**config.mk**
```make
export PLATFORM = sky130hd
export DESIGN_NAME = dpcu_capture_unit
export DESIGN_NICKNAME = d
export VERILOG_FILES = /design/src/inc/dpcu_pkg.sv /design/src/design/dpcu_trigger_sync.sv /design/src/design/dpcu_capture_channel.sv /design/src/design/dpcu_capture_unit.sv
export SDC_FILE = /design/constraint.sdc
export NUM_CORES = 1
export LEC_CHECK = 0
export ABC_AREA = 1
export BUFFER_PORTS_ARGS = -buffer_cell sky130_fd_sc_hd__buf_2
export CORE_MARGIN = 10
export CORE_UTILIZATION = 55
export DETAILED_ROUTE_END_ITERATION = 6
export PLACE_DENSITY = 0.77
export SYNTH_ARGS = -nofsm -noshare
export SYNTH_HDL_FRONTEND = slang
export SYNTH_SLANG_ARGS = --single-unit
```
**constraint.sdc**
```tcl
create_clock -name clk_sys_in -period 3.35 [get_ports clk_sys_in]
set_input_delay 0.335 -clock clk_sys_in [delete_from_list [all_inputs] [get_ports clk_sys_in]]
set_output_delay 0.335 -clock clk_sys_in [all_outputs]
set_load 0.005 [all_outputs]
```
**src/inc/dpcu_pkg.sv**
```systemverilog
package dpcu_pkg;

    localparam int DPCU_NUM_CH = 2;

    // Register addresses, one word per parameter address
    localparam logic [15:0] DPCU_OFS_STATUS = 16'h0a02;
    localparam logic [15:0] DPCU_OFS_EDGE1 = 16'h0a04;
    localparam logic [15:0] DPCU_OFS_EDGE2 = 16'h0a06;
    localparam logic [15:0] DPCU_OFS_ACT1 = 16'h0a08;
    localparam logic [15:0] DPCU_OFS_ACT2 = 16'h0a0a;
    localparam logic [15:0] DPCU_OFS_POS1 = 16'h0a0c;
    localparam logic [15:0] DPCU_OFS_POS2 = 16'h0a0e;
    localparam logic [15:0] DPCU_OFS_TALLY1 = 16'h0a10;
    localparam logic [15:0] DPCU_OFS_TALLY2 = 16'h0a12;

    // Activation codes as written by the fieldbus master
    localparam logic [31:0] DPCU_ACT_CANCEL = 32'h0000_0000;
    localparam logic [31:0] DPCU_ACT_ONCE = 32'h0000_0001;
    localparam logic [31:0] DPCU_ACT_CONT = 32'h0000_0002;

    // Edge codes
    localparam logic [31:0] DPCU_EDGE_FALL = 32'h0000_0000;
    localparam logic [31:0] DPCU_EDGE_RISE = 32'h0000_0001;

    // Status bit positions
    localparam int DPCU_STAT_CH1_BIT = 0;
    localparam int DPCU_STAT_CH2_BIT = 1;

    // Values after reset
    localparam logic DPCU_EDGE_RESET = 1'b0;
    localparam logic [1:0] DPCU_ACT_RESET = 2'h0;
    localparam logic [15:0] DPCU_TALLY_RESET = 16'h0000;
    localparam logic [31:0] DPCU_POS_RESET = 32'h0000_0000;
    localparam logic [31:0] DPCU_RDATA_RESET = 32'h0000_0000;

    typedef enum logic [1:0] {
        DPCU_MODE_OFF = 2'b00,
        DPCU_MODE_ONCE = 2'b01,
        DPCU_MODE_CONT = 2'b10
    } dpcu_mode_t;

endpackage

```
**src/design/dpcu_trigger_sync.sv**
```systemverilog
`timescale 1ns/1ps
module dpcu_trigger_sync
    import dpcu_pkg::*;
(
    input wire logic clk_sys_in,
    input wire logic rst_n_in,
    input wire logic pin_in,
    input wire logic rising_sel_in,
    output logic edge_out
);

    logic stage1;
    logic stage2;
    logic stage3;
    logic level;

    // Change counts only once the second and third stage agree
    wire agree = (stage2 == stage3);
    wire went_high = agree && stage3 && !level;
    wire went_low = agree && !stage3 && level;

    always_ff @(posedge clk_sys_in or negedge rst_n_in) begin
        if (!rst_n_in) begin
            stage1 <= 1'b0;
            stage2 <= 1'b0;
            stage3 <= 1'b0;
            level <= 1'b0;
        end else begin
            stage1 <= pin_in;
            stage2 <= stage1;
            stage3 <= stage2;
            if (agree) begin
                level <= stage3;
            end
        end
    end

    // Select applies combinationally, so a change acts at once
    assign edge_out = rising_sel_in ? went_high : went_low;

endmodule

```
**src/design/dpcu_capture_channel.sv**
```systemverilog
`timescale 1ns/1ps
module dpcu_capture_channel
    import dpcu_pkg::*;
(
    input wire logic clk_sys_in,
    input wire logic rst_n_in,
    input wire logic edge_in,
    input wire logic start_once_in,
    input wire logic start_cont_in,
    input wire logic cancel_in,
    input wire logic signed [31:0] position_in,
    input wire logic rebase_strobe_in,
    input wire logic signed [31:0] rebase_offset_in,
    output logic flag_out,
    output logic signed [31:0] position_out,
    output logic [15:0] tally_out,
    output dpcu_mode_t mode_out
);

    dpcu_mode_t next_mode;

    wire start = start_once_in || start_cont_in;
    // A start arms the channel in the same cycle; a cancel still
    // lets a coincident edge count under the old mode
    wire hit = edge_in && (start || (mode_out != DPCU_MODE_OFF));

    always_comb begin
        next_mode = mode_out;
        case (mode_out)
            DPCU_MODE_OFF: next_mode = DPCU_MODE_OFF;
            DPCU_MODE_ONCE: next_mode = hit ? DPCU_MODE_OFF : DPCU_MODE_ONCE;
            DPCU_MODE_CONT: next_mode = DPCU_MODE_CONT;
            default: next_mode = DPCU_MODE_OFF;
        endcase
        if (start_once_in) begin
            next_mode = hit ? DPCU_MODE_OFF : DPCU_MODE_ONCE;
        end else if (start_cont_in) begin
            next_mode = DPCU_MODE_CONT;
        end else if (cancel_in) begin
            next_mode = DPCU_MODE_OFF;
        end
    end

    always_ff @(posedge clk_sys_in or negedge rst_n_in) begin
        if (!rst_n_in) begin
            mode_out <= DPCU_MODE_OFF;
        end else begin
            mode_out <= next_mode;
        end
    end

    // Set wins over the clear of a coincident activation
    always_ff @(posedge clk_sys_in or negedge rst_n_in) begin
        if (!rst_n_in) begin
            flag_out <= 1'b0;
        end else if (hit) begin
            flag_out <= 1'b1;
        end else if (start || cancel_in) begin
            flag_out <= 1'b0;
        end
    end

    always_ff @(posedge clk_sys_in or negedge rst_n_in) begin
        if (!rst_n_in) begin
            tally_out <= DPCU_TALLY_RESET;
        end else if (start) begin
            tally_out <= hit ? 16'h0001 : 16'h0000;
        end else if (hit) begin
            tally_out <= tally_out + 16'h0001;
        end
    end

    // Fresh capture is already in the new reference, so it wins
    always_ff @(posedge clk_sys_in or negedge rst_n_in) begin
        if (!rst_n_in) begin
            position_out <= DPCU_POS_RESET;
        end else if (hit) begin
            position_out <= position_in;
        end else if (rebase_strobe_in) begin
            position_out <= position_out + rebase_offset_in;
        end
    end

endmodule

```
**src/design/dpcu_capture_unit.sv**
```systemverilog
`timescale 1ns/1ps
// Operation
// Activation value 0 cancels, 1 starts one-time, 2 starts continuous capture.
// One-time mode stops itself after first latched position, ignoring later edges.
// Continuous mode latches the position on every qualifying edge until cancelled.
// Activation writes act at once, without waiting for any motion event.
// Read-only 16-bit status word: bit 0 channel one, bit 1 channel two.
// Each capture stores the present signed 32-bit motor position per channel.
// Stored positions are shifted when the position reference is redefined.
// Each channel keeps a 16-bit counter of its capture events.
// Activating a channel clears its event counter to zero.
// Per-channel edge select: 0 falling, 1 rising, effective immediately.
// Status flag sets on first capture, clears on activation or cancel.
module dpcu_capture_unit
    import dpcu_pkg::*;
(
    input wire logic clk_sys_in,
    input wire logic rst_n_in,
    input wire logic trigger_input_one_in,
    input wire logic trigger_input_two_in,
    input wire logic signed [31:0] motor_position_in,
    input wire logic rebase_strobe_in,
    input wire logic signed [31:0] rebase_offset_in,
    input wire logic [15:0] reg_addr_in,
    input wire logic reg_wr_in,
    input wire logic reg_rd_in,
    input wire logic [31:0] reg_wdata_in,
    output logic [31:0] reg_rdata_out,
    output logic reg_ack_out,
    output logic reg_err_out
);

    logic [DPCU_NUM_CH-1:0] edge_sel;
    logic [1:0] act_value [DPCU_NUM_CH];
    logic [DPCU_NUM_CH-1:0] cap_flag;
    logic signed [31:0] cap_pos [DPCU_NUM_CH];
    logic [15:0] cap_tally [DPCU_NUM_CH];
    logic [DPCU_NUM_CH-1:0] cap_edge;

    wire [DPCU_NUM_CH-1:0] trig_pins = {trigger_input_two_in, trigger_input_one_in};

    // Address decode
    wire hit_status = (reg_addr_in == DPCU_OFS_STATUS);
    wire hit_edge1 = (reg_addr_in == DPCU_OFS_EDGE1);
    wire hit_edge2 = (reg_addr_in == DPCU_OFS_EDGE2);
    wire hit_act1 = (reg_addr_in == DPCU_OFS_ACT1);
    wire hit_act2 = (reg_addr_in == DPCU_OFS_ACT2);
    wire hit_pos1 = (reg_addr_in == DPCU_OFS_POS1);
    wire hit_pos2 = (reg_addr_in == DPCU_OFS_POS2);
    wire hit_tally1 = (reg_addr_in == DPCU_OFS_TALLY1);
    wire hit_tally2 = (reg_addr_in == DPCU_OFS_TALLY2);

    wire [DPCU_NUM_CH-1:0] hit_edge = {hit_edge2, hit_edge1};
    wire [DPCU_NUM_CH-1:0] hit_act = {hit_act2, hit_act1};

    wire hit_ro = hit_status || hit_pos1 || hit_pos2 || hit_tally1 || hit_tally2;
    wire hit_rw = hit_edge1 || hit_edge2 || hit_act1 || hit_act2;
    wire mapped = hit_ro || hit_rw;

    // Value range checks; out-of-range writes leave the register alone
    wire act_is_cancel = (reg_wdata_in == DPCU_ACT_CANCEL);
    wire act_is_once = (reg_wdata_in == DPCU_ACT_ONCE);
    wire act_is_cont = (reg_wdata_in == DPCU_ACT_CONT);
    wire act_legal = act_is_cancel || act_is_once || act_is_cont;
    wire edge_legal = (reg_wdata_in == DPCU_EDGE_FALL) || (reg_wdata_in == DPCU_EDGE_RISE);

    wire edge_wr_ok = reg_wr_in && (hit_edge1 || hit_edge2) && edge_legal;
    wire act_wr_ok = reg_wr_in && (hit_act1 || hit_act2) && act_legal;

    wire wr_bad = reg_wr_in && (!mapped || hit_ro
                  || ((hit_edge1 || hit_edge2) && !edge_legal)
                  || ((hit_act1 || hit_act2) && !act_legal));
    wire rd_bad = reg_rd_in && !mapped;

    // Read selection
    wire [15:0] status_word = {14'h0000, cap_flag[1], cap_flag[0]};
    wire [31:0] rd_mux =
        hit_status ? {16'h0000, status_word} :
        hit_edge1 ? {31'h0000_0000, edge_sel[0]} :
        hit_edge2 ? {31'h0000_0000, edge_sel[1]} :
        hit_act1 ? {30'h0000_0000, act_value[0]} :
        hit_act2 ? {30'h0000_0000, act_value[1]} :
        hit_pos1 ? cap_pos[0] :
        hit_pos2 ? cap_pos[1] :
        hit_tally1 ? {16'h0000, cap_tally[0]} :
        hit_tally2 ? {16'h0000, cap_tally[1]} :
        32'h0000_0000;

    genvar ch;
    generate
        for (ch = 0; ch < DPCU_NUM_CH; ch++) begin : g_ch
            wire act_here = act_wr_ok && hit_act[ch];

            always_ff @(posedge clk_sys_in or negedge rst_n_in) begin
                if (!rst_n_in) begin
                    edge_sel[ch] <= DPCU_EDGE_RESET;
                end else if (edge_wr_ok && hit_edge[ch]) begin
                    edge_sel[ch] <= reg_wdata_in[0];
                end
            end

            // Readback keeps the last accepted code, even after a one-time
            // capture has ended; the live mode is not visible here
            always_ff @(posedge clk_sys_in or negedge rst_n_in) begin
                if (!rst_n_in) begin
                    act_value[ch] <= DPCU_ACT_RESET;
                end else if (act_here) begin
                    act_value[ch] <= reg_wdata_in[1:0];
                end
            end

            // Three stage synchroniser adds latency before the position
            // is sampled; at full speed this is a few tens of ns
            dpcu_trigger_sync u_sync (
                .clk_sys_in(clk_sys_in),
                .rst_n_in(rst_n_in),
                .pin_in(trig_pins[ch]),
                .rising_sel_in(edge_sel[ch]),
                .edge_out(cap_edge[ch])
            );

            dpcu_capture_channel u_chan (
                .clk_sys_in(clk_sys_in),
                .rst_n_in(rst_n_in),
                .edge_in(cap_edge[ch]),
                .start_once_in(act_here && act_is_once),
                .start_cont_in(act_here && act_is_cont),
                .cancel_in(act_here && act_is_cancel),
                .position_in(motor_position_in),
                .rebase_strobe_in(rebase_strobe_in),
                .rebase_offset_in(rebase_offset_in),
                .flag_out(cap_flag[ch]),
                .position_out(cap_pos[ch]),
                .tally_out(cap_tally[ch]),
                .mode_out()
            );
        end
    endgenerate

    // One cycle answer to every read or write
    always_ff @(posedge clk_sys_in or negedge rst_n_in) begin
        if (!rst_n_in) begin
            reg_rdata_out <= DPCU_RDATA_RESET;
            reg_ack_out <= 1'b0;
            reg_err_out <= 1'b0;
        end else begin
            reg_ack_out <= reg_rd_in || reg_wr_in;
            reg_err_out <= rd_bad || wr_bad;
            if (reg_rd_in) begin
                reg_rdata_out <= rd_mux;
            end
        end
    end

endmodule

```
==> results of run 1 <==
[how the worst min path moves through the flow]
stage | from | endpoint
detailed placement | g_ch[0].u_sync.stage1$_DFF_PN0_ | g_ch[0].u_sync.stage2$_DFF_PN0_
finish | motor_position_in[0] | g_ch[1].u_chan.position_out[0]$_DFFE_PN0P_
global placement | g_ch[0].u_sync.stage1$_DFF_PN0_ | g_ch[0].u_sync.stage2$_DFF_PN0_
CTS | trigger_input_two_in | g_ch[1].u_sync.stage1$_DFF_PN0_
floorplan | rst_n_in | act_value[0]$_DFFE_PN0N_
global route | motor_position_in[28] | g_ch[0].u_chan.position_out[28]$_DFFE_PN0P_
[routing by layer]
| layer | global-route usage (%) | up-vias |
|---|---|---|
| met1 | 38.2 | 6275 |
| li1 | - | 6330 |
| met3 | 5.98 | 176 |
| met4 | 17.2 | 0 |
| met2 | 52.9 | 684 |
| met5 | 0 | - |
[per-stage QoR]
stage | std cells | util (%) | power (mW) | hold WS (ns)
after floorplan | 1792 | - | 5.99 | 0.0394
after global placement | 2178 | 60.6 | 7.40 | 0.332
after detailed placement | 2178 | 60.6 | 7.46 | 0.345
after CTS | 2212 | 63.4 | 9.43 | 0.00139
after global routing | 2214 | 63.4 | 10.2 | 0.174
final | 2215 | 63.4 | 9.57 | 0.167
[report_power, final]
part	internal [mW]	switching [mW]	total [mW]
clock network	1.03	0.941	1.97
registers	2.20	0.500	2.70
logic	1.76	3.14	4.90
total	4.99	4.58	9.57
[layout by cell type, fill, tap and decap left out, drive strengths merged, types with 6 or more instances in the layout]
cell type  instances
a21oi             91
inv              202
dfrtp            150
o21a               6
o211ai            20
nand4             32
xor2              62
a21o              12
nand3            377
nand2            397
nor3              29
nand3b            29
buf              170
nor2             135
a22o              16
ha                68
a21boi             8
o221ai             9
o21ai             42
clkbuf            19
o21bai            15
xnor2             10
nor4              11
[cell families after synthesis]
logic type	count (synthesis)	synth area share [%]
XOR/XNOR	72	5.11
AO/OA/AOI/OAI	225	11.2
buffers and inverters	258	8.34
adder cells (fa/ha/maj)	70	7.23
flip-flops	150	30.4
multiplexers	1	0.0812
AND/OR/NAND/NOR	1016	37.6
[flip-flops by register name, summed over array words and instances (netlist names)]
signal / count
act_value: 4
edge_sel: 2
g_ch.u_sync.stage3: 2
g_ch.u_sync.stage1: 2
g_ch.u_sync.level: 2
g_ch.u_chan.tally_out: 32
g_ch.u_sync.stage2: 2
reg_rdata_out: 32
reg_ack_out: 1
g_ch.u_chan.flag_out: 2
reg_err_out: 1
g_ch.u_chan.position_out: 64
g_ch.u_chan.mode_out: 4
[area by class of cell]
| type | count | area (sq um) | area share, % |
|---|---|---|---|
| clock inverter | 13 | 130 | 0.934 |
| tap | 280 | 350 | 2.51 |
| inverter | 194 | 733 | 5.26 |
| clock buffer | 19 | 453 | 3.25 |
| timing repair buffer | 173 | 945 | 6.78 |
| sequential | 150 | 3750 | 26.9 |
| antenna | 2 | 5.00 | 0.0359 |
| multi-input combinational | 1384 | 7560 | 54.3 |
[worst max-delay path: stages, from the launching register on]
cell,delay [ns]
dfrtp_1,0.43
ha_1,0.39
nand2_1,0.07
o21ai_0,0.52
a21oi_1,0.31
o21ai_0,0.46
nand3_1,0.22
nand3_1,0.11
nand2_1,0.06
nand3_1,0.07
nand3_1,0.08
==> impl_metrics.json, run 1 <==
{
  "outcome": "finished clean",
  "place.gp.congestion": 1.02,
  "synth_area_leaders": "dfrtp_1 30%, nand3_1 15%, nand2_1 12%",
  "core_area_sq_um": 22000,
  "finalWorstSetupSlack_ns": 0.508,
  "fin_skew_ns": 0.0180,
  "crit_start": "g_ch[0].u_chan.position_out[2]$_DFFE_PN0P_",
  "reg2reg_to": "g_ch[0].u_chan.position_out[29]$_DFFE_PN0P_",
  "yosysMostFrequentCell": "nand2_1",
  "ys_top_cells_by_count": "394 x nand2_1, 372 x nand3_1, 185 x inv_1",
  "reg2reg_from": "g_ch[0].u_chan.position_out[2]$_DFFE_PN0P_",
  "h-tree-depth": 4,
  "worstSetupEndpointType": "flip-flop",
  "worstMarginPinSlew_ns": 1.23,
  "die_x_microns": 170,
  "hold_violations": 0,
  "m1WireLength_mm": 18.1,
  "crit_path_end": "g_ch[0].u_chan.position_out[29]$_DFFE_PN0P_",
  "row_count": 54,
  "min_path_cells": 3,
  "drt_iter0_drc": 1452,
  "grt_max_degree": 68,
  "cts_buffer_depth": 2,
  "wl_per_cell_microns": 21.0,
  "syn_area_sq_um": 12300,
  "tritoncts": "done",
  "async_flop_share_pct": 100,
  "timing.fmax_mhz": 352,
  "cts_hold_buffers": 2,
  "synth_seq_cells": 150,
  "cp_max_fo": 4,
  "grt_overflow_total": 0,
  "path_clk_slew_ns": 0.08,
  "grt_usage_pct": 31.8,
  "place_area_sq_um": 13300,
  "finalCritPeriodShare_pct": 84.8,
  "io_buffer_count": 152,
  "met3RoutedLength_mm": 3.78,
  "die-area_sq_um": 28800,
  "antenna_found_initial": 2,
  "clk_latency_ns": 0.45,
  "syn_avg_cell_area_sq_um": 6.88,
  "synth-edff-count": 0,
  "grt_pass1_vias": 13047,
  "cts_sinks": 150,
  "rsz0062_at_grt": "false",
  "synth_cell_types": 43,
  "wl_mm": 46.5,
  "relSlewSlack_pct": 17.8,
  "route.met2.wl_mm": 21.9,
  "nets": 2109,
  "routed.top_layer": "met4",
  "ir_drop_uv": 438,
  "synth_top_cell_by_area": "dfrtp_1",
  "grt_pass1_wl_mm": 72.0,
  "crit_type": "flip-flop to flip-flop",
  "cp-start-kind": "flip-flop",
  "vias": 13465,
  "post-cts-setup-buffers": 0,
  "fin_tns_setup_ns": 0,
  "syn-instance-count": 1792,
  "seq_area_frac_synth_pct": 30.4,
  "drv_slew": 0,
  "cts.repair.resized": 0,
  "power.density_nw_per_um2": 687,
  "drtPass1Iterations": 6,
  "max_cap_viol_count": 0,
  "hp-class": "primary input to flip-flop",
  "drc": 0,
  "rr_worst_depth": 10,
  "synth_flop_cell": "dfrtp_1",
  "dp_slack_ns": 0.563,
  "hpwl_mm": 36.4,
  "root_buffer": "clkbuf_16",
  "p_leak_nw": 7.27,
  "stdcell_area_sq_um": 13900,
  "n_fill_cell": 2069,
  "ios": 153,
  "drive_gt1_share_pct": 12.0,
  "period_needed_ns": 2.84,
  "cts_made_buffers": 17,
  "final-setup-viol-count": 0,
  "synth_fp_nets": 1981,
  "r2r_setup_slack_ns": 0.51,
  "dieHeight_microns": 170,
  "cp.required_ns": 3.66,
  "crit_arrival_ns": 3.16,
  "avgViaCountPerCell": 6.08,
  "yosysTopAreaCellShare_pct": 30.4,
  "area_delta_synth_final_pct": 13.0,
  "final_antenna_net_count": 0,
  "ys_warn_count": 0,
  "start_util_pct": 56.1
}
Power figures use the tool's default switching activity.
==> run 2: changes to the inputs <==
- CORE_UTILIZATION: 55 -> 54
- PLACE_DENSITY: 0.77 -> 0.79
- clock period: 3.35 -> 2.6 ns (I/O delays scaled with it)
==> impl_metrics.json, run 2 (same netlist as run 1, synthesis figures left out) <==
{
  "mostFrequentLayoutCells": "393 x nand2_1, 372 x nand3_1, 185 x inv_1, 151 x buf_2, 150 x dfrtp_1",
  "path_clk_slew_ns": 0.07,
  "place_area_sq_um": 13500,
  "relSlewSlack_pct": 22.8,
  "grt_pass1_vias": 12713,
  "p_leak_nw": 7.37,
  "top_register": "g_ch.u_chan.position_out",
  "fin_util_pct": 62.7,
  "global_route.usage.met2_pct": 47.0,
  "drc": 4,
  "ir_drop_uv": 480,
  "drive_gt1_share_pct": 12.8,
  "stdcell_area_sq_um": 14100,
  "core_area_sq_um": 22600,
  "vias": 13504,
  "hold_ws_ns": 0.0926,
  "violations": "DRC",
  "crit_arrival_ns": 2.79,
  "reg.largest.list": "g_ch.u_chan.position_out: 64 flops, g_ch.u_chan.tally_out: 32 flops, reg_rdata_out: 32 flops",
  "dp_slack_ns": 0.00628,
  "row_count": 55,
  "clk_latency_ns": 0.44,
  "finalCritPeriodShare_pct": 93.3,
  "tritoncts": "done",
  "crit_type": "flip-flop to flip-flop",
  "period_needed_ns": 2.43,
  "dieHeight_microns": 171,
  "hpwl_mm": 35.7,
  "hp-class": "primary input to flip-flop",
  "grt_max_degree": 65,
  "rsz0062_at_grt": "false",
  "root_buffer": "clkbuf_16",
  "cp-start-kind": "flip-flop",
  "final_antenna_net_count": 0,
  "wl_mm": 44.6,
  "max_cap_viol_count": 0,
  "drtPass1Iterations": 7,
  "area_delta_synth_final_pct": 14.7,
  "nets": 2130,
  "post-cts-setup-buffers": 0,
  "grt_overflow_total": 0,
  "fin_tns_setup_ns": 0,
  "cts_buffer_depth": 2,
  "worstMarginPinSlew_ns": 1.16,
  "cp_max_fo": 5,
  "fin_skew_ns": 0.0130,
  "worstSetupEndpointType": "flip-flop",
  "drt_iter0_drc": 1565,
  "largest_reg_flops": 64,
  "h-tree-depth": 4,
  "grt_usage_pct": 30.3,
  "ios": 153,
  "die-area_sq_um": 29300,
  "timing.fmax_mhz": 412,
  "use_met3_pct": 5.12,
  "final-setup-viol-count": 0,
  "met1_usage_pct": 41.5,
  "cts_sinks": 150,
  "cts_made_buffers": 17,
  "busiest_layer": "met2",
  "place.gp.congestion": 1.04,
  "die_x_microns": 171,
  "io_buffer_count": 152,
  "cp.required_ns": 2.96,
  "outcome": "finished with violations",
  "grt_pass1_wl_mm": 70.1,
  "avgViaCountPerCell": 6.03,
  "finalWorstSetupSlack_ns": 0.174,
  "wl_per_cell_microns": 19.9,
  "final_common_cell": "nand2_1",
  "power.density_nw_per_um2": 879,
  "start_util_pct": 54.6,
  "antenna_found_initial": 0,
  "hold_violations": 0,
  "drv_slew": 0
}
run 2: area by class of cell:
cell class	instances	area, sq um
multi-input cells	1384	7560
repair buffers	194	1150
clock inverters	13	149
diodes	1	2.50
fillers	2139	8430
inverters	194	733
flip-flops and latches	150	3750
clock buffers	19	433
well taps	285	357
run 2: layer usage:
layer  part of all wire [%]  up-vias  wire length [microns]
met3                    9.5       83                   4230
met5                      0        -                      0
met4                    3.5        0                   1540
met2                     45      668                  20000
li1                       -     6368                      -
met1                     42     6385                  18800
run 2: worst paths after layout:
path	startpoint	to	slack [ns]	cells past startpoint
setup reg to reg	g_ch[1].u_chan.position_out[0]$_DFFE_PN0P_	g_ch[1].u_chan.position_out[30]$_DFFE_PN0P_	0.17	15
setup / recovery	g_ch[1].u_chan.position_out[0]$_DFFE_PN0P_	g_ch[1].u_chan.position_out[30]$_DFFE_PN0P_	0.17	15
hold / removal	motor_position_in[22]	g_ch[1].u_chan.position_out[22]$_DFFE_PN0P_	0.09	3
hold reg to reg	g_ch[0].u_sync.stage1$_DFF_PN0_	g_ch[0].u_sync.stage2$_DFF_PN0_	0.36	0
max in group asynchronous	rst_n_in	g_ch[0].u_chan.position_out[23]$_DFFE_PN0P_	1.54	3
min in group asynchronous	rst_n_in	g_ch[1].u_chan.flag_out$_DFFE_PN0P_	0.33	2
run 2: report_power, final:
| group | leakage [nW] | internal, mW | switching, mW | total, mW |
|---|---|---|---|---|
| logic | 5.17 | 2.41 | 3.98 | 6.39 |
| clock network | 0.263 | 1.43 | 1.11 | 2.54 |
| registers | 1.93 | 2.84 | 0.658 | 3.50 |
run 2: critical path, cell delays in order (launching register included):
cell and delay (ns):
dfrtp_1 0.41, ha_2 0.22, inv_1 0.06, fa_1 0.40
o21ai_0 0.19, buf_4 0.16, nand2_1 0.06, nand2_2 0.11
nand2_1 0.06, nand3_1 0.15, nand3_1 0.12, nand2_1 0.10
nand2_1 0.05, nand2_1 0.06, nand3_1 0.08, nand3_1 0.10
run 2: repair_timing:
| action | 4_1_cts | 5_1_grt |
|---|---|---|
| endpoints found under the setup margin | 2 | 10 |
| gates resized for setup | 1 | 5 |
| hold endpoints to repair | 50 | 0 |
| gates cloned | 0 | 0 |
| hold buffers | 3 | 0 |
run 2: per-stage QoR:
stage | std cells | power [mW]
5_1_grt | 2239 | 13.3
3_5_place_dp | 2204 | 9.72
4_1_cts | 2239 | 12.3
3_3_place_gp | 2204 | 9.65
6_report | 2240 | 12.4
2_1_floorplan | 1792 | 7.72
==> run 3: changes to the inputs <==
- CORE_ASPECT_RATIO: default -> 0.75
==> impl_metrics.json, run 3 (same netlist as run 1, synthesis figures left out) <==
{
  "min_path_cells": 3,
  "row_count": 47,
  "grt_max_degree": 66,
  "busiest_layer": "met1",
  "cts_made_buffers": 17,
  "rsz0062_at_grt": "true",
  "n_fill_cell": 2029,
  "wl_per_cell_microns": 20.2,
  "fin_skew_ns": 0.0151,
  "area_delta_synth_final_pct": 15.5,
  "cts_sinks": 150,
  "avgViaCountPerCell": 6.14,
  "drtPass1Iterations": 6,
  "largest_reg_flops": 64,
  "antenna_found_initial": 8,
  "die-area_sq_um": 29300,
  "crit_type": "flip-flop to flip-flop",
  "rr_worst_depth": 15,
  "place.gp.congestion": 1.07,
  "grt_usage_pct": 30.3,
  "use_met3_pct": 10.9,
  "hold_violations": 0,
  "mostFrequentLayoutCells": "393 x nand2_1, 369 x nand3_1, 185 x inv_1, 151 x buf_2, 150 x dfrtp_1",
  "worstSetupEndpointType": "flip-flop",
  "final_common_cell": "nand2_1",
  "max_cap_viol_count": 0,
  "root_buffer": "clkbuf_16",
  "start_util_pct": 55.3,
  "power.density_nw_per_um2": 895,
  "die_x_microns": 194,
  "cp_cell_sequence": "ha_1, inv_1, fa_1, o21ai_0, buf_4, nand2_1, nand2_2, nand2_1, nand3_2, nand3_1, nand2_1, nand2_1, nand2_1, nand3_1, nand3_1",
  "slowest_delay_ns": 0.42,
  "vias": 13909,
  "hp-class": "primary input to flip-flop",
  "ir_drop_uv": 584,
  "fin_tns_setup_ns": 0,
  "drive_gt1_share_pct": 13.6,
  "grt_pass1_vias": 12911,
  "crit_arrival_ns": 2.83,
  "r2r_setup_slack_ns": 0.15,
  "final-setup-viol-count": 0,
  "clk_latency_ns": 0.46,
  "drc": 0,
  "drt_iter0_drc": 2011,
  "reg.largest.list": "g_ch.u_chan.position_out: 64 flops, g_ch.u_chan.tally_out: 32 flops, reg_rdata_out: 32 flops",
  "path_clk_slew_ns": 0.06,
  "grt_pass1_wl_mm": 71.4,
  "worstMarginPinSlew_ns": 1.23,
  "finalWorstSetupSlack_ns": 0.154,
  "crit_path_end": "g_ch[1].u_chan.position_out[30]$_DFFE_PN0P_",
  "slowest_stage": "fa_1",
  "cp_max_fo": 5,
  "outcome": "finished clean",
  "reg2reg_from": "g_ch[1].u_chan.position_out[0]$_DFFE_PN0P_",
  "timing.fmax_mhz": 409,
  "tritoncts": "done",
  "p_leak_nw": 7.41,
  "p_total_mw": 12.7,
  "dieHeight_microns": 151,
  "crit_start": "g_ch[1].u_chan.position_out[0]$_DFFE_PN0P_",
  "cts_buffer_depth": 2,
  "met1_usage_pct": 43.6,
  "drv_slew": 0,
  "finalCritPeriodShare_pct": 94.1,
  "fin_util_pct": 63.9,
  "final_antenna_net_count": 0,
  "reg2reg_to": "g_ch[1].u_chan.position_out[30]$_DFFE_PN0P_",
  "cp-start-kind": "flip-flop",
  "grt_overflow_total": 0,
  "top_register": "g_ch.u_chan.position_out",
  "dp_slack_ns": -0.116,
  "hpwl_mm": 35.8,
  "ios": 153,
  "global_route.usage.met2_pct": 41.4,
  "cp_common_cell": "nand2_1",
  "period_needed_ns": 2.45,
  "wl_mm": 45.6,
  "io_buffer_count": 152,
  "core_area_sq_um": 22300,
  "relSlewSlack_pct": 17.9,
  "h-tree-depth": 4,
  "nets": 2138,
  "cp.required_ns": 2.98
}
-- run 3: layout make-up --
| class | instances | area (sq um) | area share [%] |
|---|---|---|---|
| antenna | 10 | 25.0 | 0.176 |
| sequential | 150 | 3750 | 26.4 |
| clock inverter | 13 | 149 | 1.05 |
| clock buffer | 18 | 439 | 3.08 |
| tap | 294 | 368 | 2.58 |
| timing repair buffer | 202 | 1160 | 8.16 |
| multi-input combinational | 1384 | 7610 | 53.4 |
| inverter | 194 | 733 | 5.15 |
-- run 3: metrics by stage --
stage / hold WS (ns) / cells / instance area (sq um)
final: 0.0731 / 2265 / 14200
after detailed placement: 0.309 / 2220 / 13600
after global routing: 0.0929 / 2261 / 14200
after floorplan: -0.0356 / 1792 / 12300
after global placement: 0.311 / 2220 / 13600
after CTS: 0.0698 / 2254 / 14200
-- run 3: power by group --
| part | internal, mW | switching [mW] | leakage (nW) | total, mW |
|---|---|---|---|---|
| logic | 2.45 | 4.35 | 5.21 | 6.80 |
| registers | 2.84 | 0.528 | 1.93 | 3.37 |
| clock network | 1.44 | 1.13 | 0.268 | 2.57 |
-- run 3: critical path, delay by kind of cell, from the launching register on --
kind / cells / cell delay (ns)
simple gates: 10 / 0.96
fa+ha+maj: 2 / 0.60
flops: 1 / 0.38
buf+inv: 2 / 0.24
compound gates: 1 / 0.19
-- run 3: worst min-delay path by stage --
stage	end	from	slack, ns
finish	g_ch[0].u_chan.position_out[24]$_DFFE_PN0P_	motor_position_in[24]	0.07
global route	g_ch[1].u_chan.position_out[0]$_DFFE_PN0P_	motor_position_in[0]	0.09
detailed placement	act_value[2]$_DFFE_PN0N_	rst_n_in	0.31
global placement	act_value[2]$_DFFE_PN0N_	rst_n_in	0.31
floorplan	act_value[0]$_DFFE_PN0N_	rst_n_in	-0.04
CTS	g_ch[1].u_chan.position_out[23]$_DFFE_PN0P_	motor_position_in[23]	0.07
-- run 3: repair_timing --
action                                  4_1_cts  5_1_grt
endpoints found under the hold margin        64        0
pin swaps                                     0        1
buffers inserted                              0        1
endpoints found under the setup margin        2       16
hold buffers                                  3        0
resized for setup                             1       12
-- run 3: layer usage --
| layer | up-vias | share of wire (%) |
|---|---|---|
| met5 | - | 0.18 |
| met4 | 2 | 2.2 |
| li1 | 6396 | - |
| met2 | 969 | 39 |
| met1 | 6455 | 44 |
| met3 | 87 | 15 |
